==> config.mk <==
export PLATFORM = sky130hd
export DESIGN_NAME = acb_top
export DESIGN_NICKNAME = d
export VERILOG_FILES = /design/src/hw/acb_pkg.sv /design/src/hw/acb_top.sv /design/src/hw/acb_col_clock.sv /design/src/hw/acb_conv_pwm.sv
export SDC_FILE = /design/constraint.sdc
export NUM_CORES = 1
export LEC_CHECK = 0
export ABC_AREA = 1
export BUFFER_PORTS_ARGS = -buffer_cell sky130_fd_sc_hd__clkbuf_2
export CAP_MARGIN = 20
export CORE_ASPECT_RATIO = 0.75
export CORE_MARGIN = 1
export CORE_UTILIZATION = 35
export CTS_BUF_LIST = sky130_fd_sc_hd__clkbuf_4 sky130_fd_sc_hd__clkbuf_8
export DETAILED_ROUTE_END_ITERATION = 10
export RECOVER_POWER = 100
export SLEW_MARGIN = 5
export SYNTH_ARGS = -nofsm -noshare
export SYNTH_HDL_FRONTEND = slang
export SYNTH_SLANG_ARGS = --single-unit
==> constraint.sdc <==
create_clock -name clk_sys -period 4.5 [get_ports clk_sys]
set_input_delay 0.225 -clock clk_sys [delete_from_list [all_inputs] [get_ports clk_sys]]
set_output_delay 0.225 -clock clk_sys [all_outputs]
set_load 0.01 [all_outputs]
==> src/hw/acb_pkg.sv <==
package acb_pkg;
  // ==========================================================================
  // geometry
  localparam int unsigned NUM_COLS = 2;
  localparam int unsigned NUM_BLOCKS = 16;
  localparam int unsigned BLK_SEL_W = 4;
  localparam int unsigned ADDR_W = 4;
  localparam int unsigned DATA_W = 8;

  // ==========================================================================
  // register offsets (chosen, no printed offsets)
  localparam logic [3:0] OFS_READBACK = 4'h0;
  localparam logic [3:0] OFS_BYPASS = 4'h1;
  localparam logic [3:0] OFS_GLOBAL_EN = 4'h2;
  localparam logic [3:0] OFS_LUT_LO = 4'h3;
  localparam logic [3:0] OFS_LUT_HI = 4'h4;
  localparam logic [3:0] OFS_CLK_SRC = 4'h5;
  localparam logic [3:0] OFS_ACLK_SEL = 4'h6;
  localparam logic [3:0] OFS_CLK_EXTRA = 4'h7;
  localparam logic [3:0] OFS_DEC_LO = 4'h8;
  localparam logic [3:0] OFS_DEC_HI = 4'h9;
  localparam logic [3:0] OFS_PWM = 4'ha;

  // ==========================================================================
  // field positions
  localparam int unsigned DEC_LO_GATE_EN_POS = 6;  // two enable bits [7:6]
  localparam int unsigned DEC_LO_GSEL_POS = 0;     // gate select low bits [1:0]
  localparam int unsigned DEC_HI_GSEL_POS = 0;     // gate select high bits [1:0]
  localparam int unsigned PWM_HI_POS = 2;          // high time [4:2]
  localparam int unsigned PWM_LO_POS = 0;          // low time [1:0]
  localparam int unsigned EXTRA_SYS_POS = 0;       // per col bit [1:0]
  localparam int unsigned EXTRA_DIV_POS = 4;       // 2 bits per col [7:4]

  // ==========================================================================
  // reset values
  localparam logic [7:0] RST_REG = 8'h00;

  // ==========================================================================
  // encodings
  localparam logic [2:0] PWM_HI_OFF = 3'h0;
  localparam logic [1:0] PWM_LO_NONE = 2'h0;
  localparam logic [1:0] DIV_BY_1 = 2'h0;
  localparam int unsigned DIV_CNT_W = 3;

  // clock source select per column
  typedef enum logic [1:0] {
    ACB_SRC_VAR1 = 2'b00,
    ACB_SRC_VAR2 = 2'b01,
    ACB_SRC_BLKA = 2'b10,
    ACB_SRC_BLKB = 2'b11
  } acb_clk_src_e;

  // register port request
  typedef struct packed {
    logic wr;
    logic rd;
    logic [3:0] addr;
    logic [7:0] wdata;
  } acb_req_s;
endpackage : acb_pkg

==> src/hw/acb_top.sv <==
// Added by the designer: the address-and-strobe port and the register offsets.
`timescale 1ns/1ps
// How it works
// - sync comparator to column clock first
// - bypass bit makes column path transparent
// - gate comparator with selected block output
// - gate source split over two decimator registers
// - per-column gate enable bit
// - configured pwm overrides block gate source
// - readback register shows column bus, read-only
// - per-column enable onto global output bus
// - only continuous-time block drives column bus
// - bus feeds interrupts, not block data
// - lut combines A and B, sixteen functions
// - four-bit function code per column
// - col0 A=own,B=col1; col1 A=own,B=0
// - clock source from four selections
// - block-derived clocks pick a block output
// - system clock direct, divide by 2/4/8
// - two-stage sync, pwm delayed to align
// - high-time codes off,1,2,4,8,16 periods
// - low-time codes none,1,2,3 periods
module acb_top
  import acb_pkg::*;
(
  // clock, reset, enable
  input wire logic clk_sys,
  input wire logic reset,
  input wire logic clk_en,
  // register port
  input wire acb_pkg::acb_req_s req,
  output logic [acb_pkg::DATA_W-1:0] rdata,
  // analog side: continuous-time block comparators, async
  input wire logic [acb_pkg::NUM_COLS-1:0] ct_comparator,
  // clock sources, one-cycle enables in clk_sys
  input wire logic variable_clock_one,
  input wire logic variable_clock_two,
  input wire logic variable_clock_three,
  // digital block primary outputs
  input wire logic [acb_pkg::NUM_BLOCKS-1:0] block_out,
  // outputs
  output logic [acb_pkg::NUM_COLS-1:0] col_tick,
  output logic [acb_pkg::NUM_COLS-1:0] gated_compare,
  output logic [acb_pkg::NUM_COLS-1:0] lut_out,
  output logic [acb_pkg::NUM_COLS-1:0] sc_interrupt,
  output logic [acb_pkg::NUM_COLS-1:0] global_out
);
  import acb_pkg::*;

  // ==========================================================================
  // registers
  logic [7:0] bypass_reg, global_en_reg, lut_lo_reg, lut_hi_reg;
  logic [7:0] clk_src_reg, aclk_sel_reg, clk_extra_reg;
  logic [7:0] dec_lo_reg, dec_hi_reg, pwm_reg;
  logic [7:0] rdata_reg;
  logic [7:0] rdata_next;

  // register writes; readback address has no storage
  always_ff @(posedge clk_sys or posedge reset) begin
    if (reset) begin
      bypass_reg <= RST_REG;
      global_en_reg <= RST_REG;
      lut_lo_reg <= RST_REG;
      lut_hi_reg <= RST_REG;
      clk_src_reg <= RST_REG;
      aclk_sel_reg <= RST_REG;
      clk_extra_reg <= RST_REG;
      dec_lo_reg <= RST_REG;
      dec_hi_reg <= RST_REG;
      pwm_reg <= RST_REG;
    end else if (clk_en && req.wr) begin
      case (req.addr)
        OFS_BYPASS: bypass_reg <= req.wdata;
        OFS_GLOBAL_EN: global_en_reg <= req.wdata;
        OFS_LUT_LO: lut_lo_reg <= req.wdata;
        OFS_LUT_HI: lut_hi_reg <= req.wdata;
        OFS_CLK_SRC: clk_src_reg <= req.wdata;
        OFS_ACLK_SEL: aclk_sel_reg <= req.wdata;
        OFS_CLK_EXTRA: clk_extra_reg <= req.wdata;
        OFS_DEC_LO: dec_lo_reg <= req.wdata;
        OFS_DEC_HI: dec_hi_reg <= req.wdata;
        OFS_PWM: pwm_reg <= req.wdata;
        default: ;
      endcase
    end
  end

  // ==========================================================================
  // block-derived clocks and conversion pwm
  logic blk_clk_a, blk_clk_b, blk_a_d_reg, blk_b_d_reg;
  logic blk_tick_a, blk_tick_b;
  logic pwm_active, pwm_gate;
  logic [BLK_SEL_W-1:0] gate_source_select;
  logic block_gate, gate_sel;
  logic [1:0] column_gate_enable;
  logic [2:0] pwm_high_time_field;
  logic [1:0] pwm_low_time_field;

  // block outputs picked as clocks; rising edge makes a tick
  assign blk_clk_a = block_out[aclk_sel_reg[3:0]];
  assign blk_clk_b = block_out[aclk_sel_reg[7:4]];
  assign blk_tick_a = blk_clk_a & ~blk_a_d_reg;
  assign blk_tick_b = blk_clk_b & ~blk_b_d_reg;

  always_ff @(posedge clk_sys or posedge reset) begin
    if (reset) begin
      blk_a_d_reg <= 1'b0;
      blk_b_d_reg <= 1'b0;
    end else if (clk_en) begin
      blk_a_d_reg <= blk_clk_a;
      blk_b_d_reg <= blk_clk_b;
    end
  end

  assign gate_source_select = {dec_hi_reg[DEC_HI_GSEL_POS +: 2],
    dec_lo_reg[DEC_LO_GSEL_POS +: 2]};
  assign column_gate_enable = dec_lo_reg[DEC_LO_GATE_EN_POS +: 2];
  assign pwm_high_time_field = pwm_reg[PWM_HI_POS +: 3];
  assign pwm_low_time_field = pwm_reg[PWM_LO_POS +: 2];
  assign block_gate = block_out[gate_source_select];

  acb_conv_pwm u_pwm (
    .clk_sys(clk_sys),
    .reset(reset),
    .clk_en(clk_en),
    .high_sel(pwm_high_time_field),
    .low_sel(pwm_low_time_field),
    .tick(variable_clock_three),
    .active(pwm_active),
    .gate(pwm_gate)
  );

  // pwm overrides the block source when configured
  assign gate_sel = pwm_active ? pwm_gate : block_gate;

  // ==========================================================================
  // per-column path
  logic [NUM_COLS-1:0] sync1_reg, sync2_reg, cbus, gate_aligned;
  logic [NUM_COLS-1:0] gate_d1_reg, gate_d2_reg, gated_reg, lut_reg;
  logic [3:0] lut_code [NUM_COLS];

  // column bus driven by the continuous-time comparator only
  assign lut_code[0] = lut_lo_reg[3:0];
  assign lut_code[1] = lut_hi_reg[3:0];

  genvar c;
  generate
    for (c = 0; c < NUM_COLS; c++) begin : g_col
      logic tick;
      logic lut_a, lut_b;

      acb_col_clock u_clk (
        .clk_sys(clk_sys),
        .reset(reset),
        .clk_en(clk_en),
        .src_sel(clk_src_reg[2*c +: 2]),
        .sys_direct(clk_extra_reg[EXTRA_SYS_POS + c]),
        .div_sel(clk_extra_reg[EXTRA_DIV_POS + 2*c +: 2]),
        .src_tick({blk_tick_b, blk_tick_a,
          variable_clock_two, variable_clock_one}),
        .col_tick(tick)
      );
      assign col_tick[c] = tick;

      // two stages on column tick; first stage read only by second
      always_ff @(posedge clk_sys or posedge reset) begin
        if (reset) begin
          sync1_reg[c] <= 1'b0;
          sync2_reg[c] <= 1'b0;
          gate_d1_reg[c] <= 1'b0;
          gate_d2_reg[c] <= 1'b0;
        end else if (clk_en && tick) begin
          sync1_reg[c] <= ct_comparator[c];
          sync2_reg[c] <= sync1_reg[c];
          gate_d1_reg[c] <= gate_sel;
          gate_d2_reg[c] <= gate_d1_reg[c];
        end
      end

      // bypass is transparent: raw comparator, undelayed gate
      assign cbus[c] = bypass_reg[c] ? ct_comparator[c] : sync2_reg[c];
      assign gate_aligned[c] = bypass_reg[c] ? gate_sel : gate_d2_reg[c];

      // lut: A own, B next column or zero for the last
      assign lut_a = cbus[c];
      if (c == NUM_COLS - 1) begin : g_last
        assign lut_b = 1'b0;
      end else begin : g_mid
        assign lut_b = cbus[c+1];
      end

      // output registers; data outputs come from flip-flops
      always_ff @(posedge clk_sys or posedge reset) begin
        if (reset) begin
          gated_reg[c] <= 1'b0;
          lut_reg[c] <= 1'b0;
        end else if (clk_en) begin
          gated_reg[c] <= column_gate_enable[c] ?
            (cbus[c] & gate_aligned[c]) : cbus[c];
          lut_reg[c] <= lut_code[c][{lut_b, lut_a}];
        end
      end
    end
  endgenerate

  assign gated_compare = gated_reg;
  assign lut_out = lut_reg;
  // interrupt path to switched-capacitor blocks, not a data input
  assign sc_interrupt = lut_reg;
  assign global_out = lut_reg & global_en_reg[NUM_COLS-1:0];

  // ==========================================================================
  // read port; readback is read-only, writes there are dropped
  always_comb begin
    case (req.addr)
      OFS_READBACK: rdata_next = {6'h00, cbus};
      OFS_BYPASS: rdata_next = bypass_reg;
      OFS_GLOBAL_EN: rdata_next = global_en_reg;
      OFS_LUT_LO: rdata_next = lut_lo_reg;
      OFS_LUT_HI: rdata_next = lut_hi_reg;
      OFS_CLK_SRC: rdata_next = clk_src_reg;
      OFS_ACLK_SEL: rdata_next = aclk_sel_reg;
      OFS_CLK_EXTRA: rdata_next = clk_extra_reg;
      OFS_DEC_LO: rdata_next = dec_lo_reg;
      OFS_DEC_HI: rdata_next = dec_hi_reg;
      OFS_PWM: rdata_next = pwm_reg;
      default: rdata_next = 8'h00;
    endcase
  end

  always_ff @(posedge clk_sys or posedge reset) begin
    if (reset) begin
      rdata_reg <= 8'h00;
    end else if (clk_en) begin
      rdata_reg <= req.rd ? rdata_next : 8'h00;
    end
  end
  assign rdata = rdata_reg;
endmodule : acb_top

==> src/hw/acb_col_clock.sv <==
`timescale 1ns/1ps
// column clock enable: source pick, divide by 1/2/4/8
module acb_col_clock (
  // clock and reset
  input wire logic clk_sys,
  input wire logic reset,
  input wire logic clk_en,
  // selection
  input wire logic [1:0] src_sel,
  input wire logic sys_direct,
  input wire logic [1:0] div_sel,
  // source ticks (one-cycle enables in clk_sys)
  input wire logic [3:0] src_tick,
  // column tick
  output logic col_tick
);
  import acb_pkg::*;

  logic [DIV_CNT_W-1:0] cnt_reg;
  logic [DIV_CNT_W-1:0] cnt_next;
  logic base_tick;
  logic wrap;

  // base selection; system clock means every cycle
  assign base_tick = sys_direct ? 1'b1 : src_tick[src_sel];
  assign wrap = (div_sel == DIV_BY_1) ? 1'b1 :
    (cnt_reg == DIV_CNT_W'((1 << div_sel) - 1));
  assign cnt_next = wrap ? '0 : cnt_reg + 3'h1;

  // divider counts base ticks only
  always_ff @(posedge clk_sys or posedge reset) begin
    if (reset) begin
      cnt_reg <= '0;
    end else if (clk_en && base_tick) begin
      cnt_reg <= cnt_next;
    end
  end

  assign col_tick = base_tick & wrap;
endmodule : acb_col_clock

==> src/hw/acb_conv_pwm.sv <==
`timescale 1ns/1ps
// dedicated conversion pwm on variable clock three ticks
module acb_conv_pwm (
  // clock and reset
  input wire logic clk_sys,
  input wire logic reset,
  input wire logic clk_en,
  // configuration
  input wire logic [2:0] high_sel,
  input wire logic [1:0] low_sel,
  input wire logic tick,
  // output
  output logic active,
  output logic gate
);
  import acb_pkg::*;

  logic [4:0] cnt_reg;
  logic in_low_reg;
  logic gate_reg;
  logic [4:0] high_len;
  logic [4:0] low_len;
  logic last;

  // 1,2,4,8,16 periods; codes above 101b treated as 16
  assign high_len = (high_sel > 3'h5) ? 5'h10 :
    5'(1 << (high_sel - 3'h1));
  assign low_len = {3'h0, low_sel};
  assign active = (high_sel != PWM_HI_OFF);
  // compare with >= so a shorter setting written mid-phase ends it at once,
  // instead of letting the counter run round its full range
  assign last = in_low_reg ? (cnt_reg + 5'h1 >= low_len)
    : (cnt_reg + 5'h1 >= high_len);

  // phase counter; no low time keeps gate high
  always_ff @(posedge clk_sys or posedge reset) begin
    if (reset) begin
      cnt_reg <= '0;
      in_low_reg <= 1'b0;
      gate_reg <= 1'b0;
    end else if (clk_en) begin
      if (!active) begin
        cnt_reg <= '0;
        in_low_reg <= 1'b0;
        gate_reg <= 1'b0;
      end else if (tick) begin
        if (last) begin
          cnt_reg <= '0;
          in_low_reg <= !in_low_reg && (low_sel != PWM_LO_NONE);
        end else begin
          cnt_reg <= cnt_reg + 5'h1;
        end
        gate_reg <= !(in_low_reg ^ last) || (low_sel == PWM_LO_NONE);
      end
    end
  end

  assign gate = gate_reg;
endmodule : acb_conv_pwm

# Word level (Yosys, flattened, before mapping)
# Index checks and enable logic that the tools add are counted.
totals:
  reg_bits: 115
  inputBits: 38
classes:
  magnitude_cmp: 10
  addsub: 6
  bitwise_logic: 10
  n_reduce_logical: 27
  n_shift: 3
  n_eq_ne: 14
  mux: 39
ops:
  columns: ["operator", "n"]
  rows:
  - ["$pmux 8 s11", 1]
  - ["$mux 1", 25]
  - ["$reduce_and 2->1", 11]
  - ["$mux 5", 4]
  - ["$eq 4x3->1 const B", 4]
  - ["$lt 4x5->1 const B", 3]
  - ["$bmux 1 s4", 3]
  - ["$eq 4x4->1 const B", 3]
  - ["$lt 2x3->1 const B", 3]
  - ["$eq 4x2->1 const B", 2]
  - ["$mux 8", 1]
  - ["$add 3x1->3 const B", 2]
  - ["$and 1x1->1", 6]
  - ["$bmux 1 s2", 3]
  - ["$eq 3x3->1", 2]
  - ["$logic_and 1x1->1", 6]
  - ["$logic_not 2->1", 3]
  - ["$mux 3", 2]
  - ["$shl 1x2->3 const A", 2]
  - ["$sub 3x2->3 const B", 2]
  - ["$add 5x1->5 const B", 1]
  - ["$ge 5x2->1", 1]
  - ["$ge 5x5->1", 1]
  - ["$shl 1x3->5 const A", 1]
  - ["15 further kinds", 17]

# Longest topological paths before layout
depth:
  word_depth: 10
  depth_mapped: 15

# By module
# A second synthesis with hierarchy kept.
unflattened:
  hier_cells: 783
  area_unflattened_um2: 6193.4
by_module_without_submodules:
  columns: ["mod", "area_per_inst_um2", "cells_per_inst", "instances"]
  rows:
  - ["acb_top", 5024.8, 616, 1]
  - ["acb_conv_pwm", 650.6, 93, 1]
  - ["acb_col_clock", 259.0, 37, 2]

# Worst setup path before layout
# No wires, ideal clock.
synth_timing:
  kind: "register -> register"
  start: "register u_pwm.cnt_reg[0]"
  end: "register u_pwm.in_low_reg"
  slack_ns: 2.611
  arrival_ns: 1.813
  stages_incl_launch_ff: 14
  required_time_ns: 4.424
  path_buffers: 0
  cell_sequence: "dfrtp_1 ha_1 xor2_1 ha_1 a21boi_0 o21ai_0 nand2_1 nand2_1 nand2_1 nand2_2 nand2_1 nand2_1 nand2_1 o21ai_1"
synth_via:
  elab_chain_len: 5
synth_lines:
  columns: ["element", "line_no", "source"]
  rows:
  - ["start: declaration", "acb_conv_pwm.sv:18", "logic [4:0] cnt_reg;"]
  - ["start signal: assignment", "acb_conv_pwm.sv:51", "cnt_reg <= cnt_reg + 5'h1;"]
  - ["$add 5x1->5 (*)", "acb_conv_pwm.sv:32, acb_conv_pwm.sv:33", null]
  - ["$ge 5x5->1 / $ge 5x2->1 (equally long branches)", "acb_conv_pwm.sv:33, acb_conv_pwm.sv:32", null]
  - ["$mux 1 (*)", "acb_conv_pwm.sv:32", "assign last = in_low_reg ? (cnt_reg + 5'h1 >= low_len)"]
  - ["$ne 2x1->1 (no line) (*)", null, null]
  - ["$reduce_and 3->1 (no line) (*)", null, null]
  - ["end signal: assignment", "acb_conv_pwm.sv:49", "in_low_reg <= !in_low_reg && (low_sel != PWM_LO_NONE);"]
  - ["end: declaration", "acb_conv_pwm.sv:19", "logic in_low_reg;"]
# Every way passes the cells marked *; elsewhere a longest branch is shown, timed or not.
# A chain may end at the register's enable or synchronous reset.

# Worst setup path after layout
layout_timing:
  start: "register aclk_sel_reg[0]"
  end: "output col_tick[1] in the netlist's numbering"
layout_via:
  elab_chain_len: 7
layout_lines:
  columns: ["element", "line_no", "source"]
  rows:
  - ["start: declaration", "acb_top.sv:53", "logic [7:0] clk_src_reg, aclk_sel_reg, clk_extra_reg;"]
  - ["start signal: assignment", "acb_top.sv:78", "OFS_ACLK_SEL: aclk_sel_reg <= req.wdata;"]
  - ["$bmux 1 s4", "acb_top.sv:100", "assign blk_clk_a = block_out[aclk_sel_reg[3:0]];"]
  - ["$mux 1 (implied by the code)", "acb_top.sv:100", null]
  - ["$and 1x1->1", "acb_top.sv:102", "assign blk_tick_a = blk_clk_a & ~blk_a_d_reg;"]
  - ["$bmux 1 s2", "acb_col_clock.sv:25", "assign base_tick = sys_direct ? 1'b1 : src_tick[src_sel];"]
  - ["$mux 1 (implied by the code)", "acb_col_clock.sv:25", null]
  - ["$mux 1", "acb_col_clock.sv:25", null]
  - ["$and 1x1->1", "acb_col_clock.sv:39", "assign col_tick = base_tick & wrap;"]
  - ["end: declaration", "acb_top.sv:42", "output logic [acb_pkg::NUM_COLS-1:0] col_tick,"]
# Every way passes these cells. The select of a mux whose other input is x is not followed.

==> flow_metrics.py <==
metrics = {
    "status": {
        "status": "finished, violations left",
        "failed_checks": "max-capacitance violations, max-slew violations",
    },
    "routing": {
        "wl_per_cell_um": 16.19,
        "drtIter0Drc": 498,
        "drc_errors": 0,
        "dr.pass1.iters": 5,
        "routed_via_density": 5.097,
        "vias": 5479,
        "wl_um": 17410,
        "ant_nets": 0,
    },
    "finish": {
        "nets": 875,
        "fin_area_um2": 6974,
        "fin_util_pct": 40.83,
        "drive_gt1_share_pct": 13.35,
        "syn2layout_area_growth_pct": 12.20,
        "num_antenna_cells": 0,
        "layout.cells.non_filler": 1075,
    },
    "global_route": {
        "grt_max_degree": 77,
        "grt_pass1_vias": 5207,
        "antenna_found_initial": 0,
        "grt_pass1_wl_um": 28500,
        "grt_use_total_pct": 20.16,
        "grt-ovfl-total": 0,
    },
    "setup_path": {
        "worst_setup_path_end_kind": "output pin",
        "regToRegSetupSlack_ns": 1.82,
        "reg2reg_depth": 13,
        "crit_path_top_delay_cell": "dfrtp_1",
        "crit_arrival_ns": 2.61,
        "startpoint_type": "flop",
        "required_ns": 4.28,
        "r2r_start": "aclk_sel_reg[0]",
        "critPathKind": "flop to output pin",
        "critPathBufInv": 2,
        "critical_path.top_delay_family": "simple AND/OR/NAND/NOR gates",
        "worst_path_largest_cell_delay_ns": 0.56,
        "path_cells": "clkinvlp_2, nand2_1, nand3_1, nand3_1, nand3_2, nand2_1, nand3_1, nand2_1, nand2_4, a21oi_1, clkbuf_1",
        "cp_max_fo": 10,
        "r2r-end": "gate_d1_reg[1]",
    },
    "cts": {
        "ctsHoldBuffers": 0,
        "post_cts.resized_instances": 0,
        "cts_tree": "built",
        "ctsLongestPathBuffers": 2,
        "insertion_delay_ns": 0.44,
        "cts_buffers": 17,
        "postCtsSetupBuffers": 0,
        "htreeDepth": 4,
        "cts.sinks": 115,
        "path_clk_slew_ns": 0.07,
        "clock-root-buffer": "clkbuf_8",
    },
    "yosys": {
        "yosysUniqueCellTypes": 41,
        "yosys_register_bits": 115,
        "yosysSeqAreaShare_pct": 46.30,
        "ys_warn_count": 0,
        "avgSynthCellArea_um2": 8.041,
        "synthXorXnorAreaFrac_pct": 0.5636,
        "muxShareOfSynthArea_pct": 0,
        "syn-cell-area_um2": 6216,
        "synth_ff_type": "dfrtp_1",
        "synth-compound-area-share_pct": 15.22,
        "synth_top_family_by_area": "simple AND/OR/NAND/NOR gates",
        "synth_simple_gate_area_share_pct": 28.30,
        "synth_edf_count": 0,
        "async_flop_share_pct": 100.0,
        "synthAdderAreaFrac_pct": 2.013,
        "synth_nets": 821,
        "syn_inst": 773,
    },
    "sta": {
        "worst_pin_slew_ns": 3.364,
        "finalHoldViolations": 0,
        "finClkSkew_ns": 0.008953,
        "post-route-period-util_pct": 63.10,
        "slew_viol_final": 103,
        "finalSetupTns_ns": 0,
        "max_freq_mhz": 352.1,
        "rsz0062_at_grt": "false",
        "slew_headroom_pct": -125.5,
        "post-route-min-period_ns": 2.840,
        "setup_violations": 0,
    },
    "pwr": {
        "p_per_area_nw_per_um2": 509.0,
        "leakagePower_nw": 3.470,
        "vdd_drop_max_v": 0.0002873,
        "finalPower_mw": 3.550,
    },
    "die": {
        "initial_core_util_pct": 36.39,
        "pin_count": 56,
        "row_count": 41,
        "die-width_um": 155.9,
        "dieHeight_um": 117.4,
        "fp.coreArea_um2": 17080,
        "dieArea_um2": 18300,
    },
    "placement": {
        "dp.cells": 1044,
        "routabilityCongestion": 0.8664,
        "placed_cell_area_um2": 6665,
        "io_buffers": 55,
        "hpwl_um": 12700,
    },
    "flow_run": {
        "max_cap_viol_count": 2,
    },
    "worst_hold_path": {
        "min_from": "ct_comparator[0]",
        "hp-class": "primary input to flop",
        "hold_depth": 3,
        "holdPathEnd": "sync1_reg[0]",
    },
}
## cells in the final DEF (no fill, tap or decap), types with 4 or more instances in the layout
cell,instances
nor2_1,20
ha_1,10
nand2_1,264
dfrtp_1,115
inv_1,71
clkbuf_2,37
o22ai_1,4
a21oi_1,20
a221oi_1,18
nand3_1,50
o21ai_2,7
o21ai_0,92
bufinv_16,5
clkbuf_1,19
inv_2,15
nand4_1,13
o21ai_1,13
xor2_1,4
nand3_2,7
clkbuf_8,23
nand2_2,4
## per-stage QoR
step                hold WS (ns)  setup slack [ns]
floorplan                 0.3806             1.231
global placement          0.4554             2.443
detailed placement        0.4597             2.387
CTS                      0.02022             2.056
global route             0.06334            0.9949
finish                   0.03321             1.660
## how the worst max path moves through the flow
stage	startpoint	end	slack, ns	depth (start not counted)
floorplan	reset	aclk_sel_reg[0]	1.23	1
global placement	u_pwm.cnt_reg[0]	u_pwm.in_low_reg	2.44	13
detailed placement	u_pwm.cnt_reg[0]	u_pwm.in_low_reg	2.39	13
CTS	aclk_sel_reg[0]	col_tick[0]	2.06	11
global route	reset	lut_hi_reg[3]	0.99	3
finish	aclk_sel_reg[0]	col_tick[1]	1.66	11
## routing by layer
metal,vias to the layer above,GRT usage (%),part of all wire [%]
met4,0,4.534,1.0
met3,20,4.065,6.1
met1,2637,31.01,51
met5,-,0,0
li1,2661,-,-
met2,161,28.63,42
## power by group
| group | internal (mW) | switching [mW] |
|---|---|---|
| Clock | 0.745 | 0.435 |
| Combinational | 0.321 | 0.575 |
| Sequential | 1.26 | 0.210 |
## logic make-up after synthesis
group | after synthesis
XOR/XNOR | 4
AND/OR/NAND/NOR | 371
AO/OA/AOI/OAI | 163
adder cells (fa/ha/maj) | 10
flip-flops | 115
buffers and inverters | 110
## synth_stat cells (all sizes together), types with 2 or more instances
cell type  count  area share [%]
dfrtp        115              46
nor2          21             1.3
nand2        272              19
o21ai        112             9.4
or2            4            0.40
inv           89             5.5
nor3           3            0.32
xor2           4            0.56
nand3         57             5.6
ha            10             2.0
buf           19             2.0
a21oi         20             1.7
a22o           2            0.28
nand4         13             1.3
a221oi        18             2.5
o211ai         2            0.24
clkbuf         2            0.12
o22ai          4            0.40
## cell type report
type,instances,area (um2)
clock buffers,23,316.6
clock inverters,8,170.2
fillers,1788,10110
inverters,89,341.6
multi-input cells,548,2716
flip-flops and latches,115,2878
well taps,236,295.3
repair buffers,56,256.5
## worst reg2reg max path, cell delays in order (launching register included)
cell,delay [ns]
dfrtp_1,0.56
clkinvlp_2,0.46
nand2_1,0.17
nand3_1,0.09
nand3_1,0.12
nand3_2,0.07
nand2_1,0.13
nand3_1,0.08
nand2_1,0.11
nand2_4,0.06
nand2_1,0.28
nand3_1,0.23
nand2_1,0.15
nand2_1,0.06
Note: power is estimated with default switching activity, not from simulation.
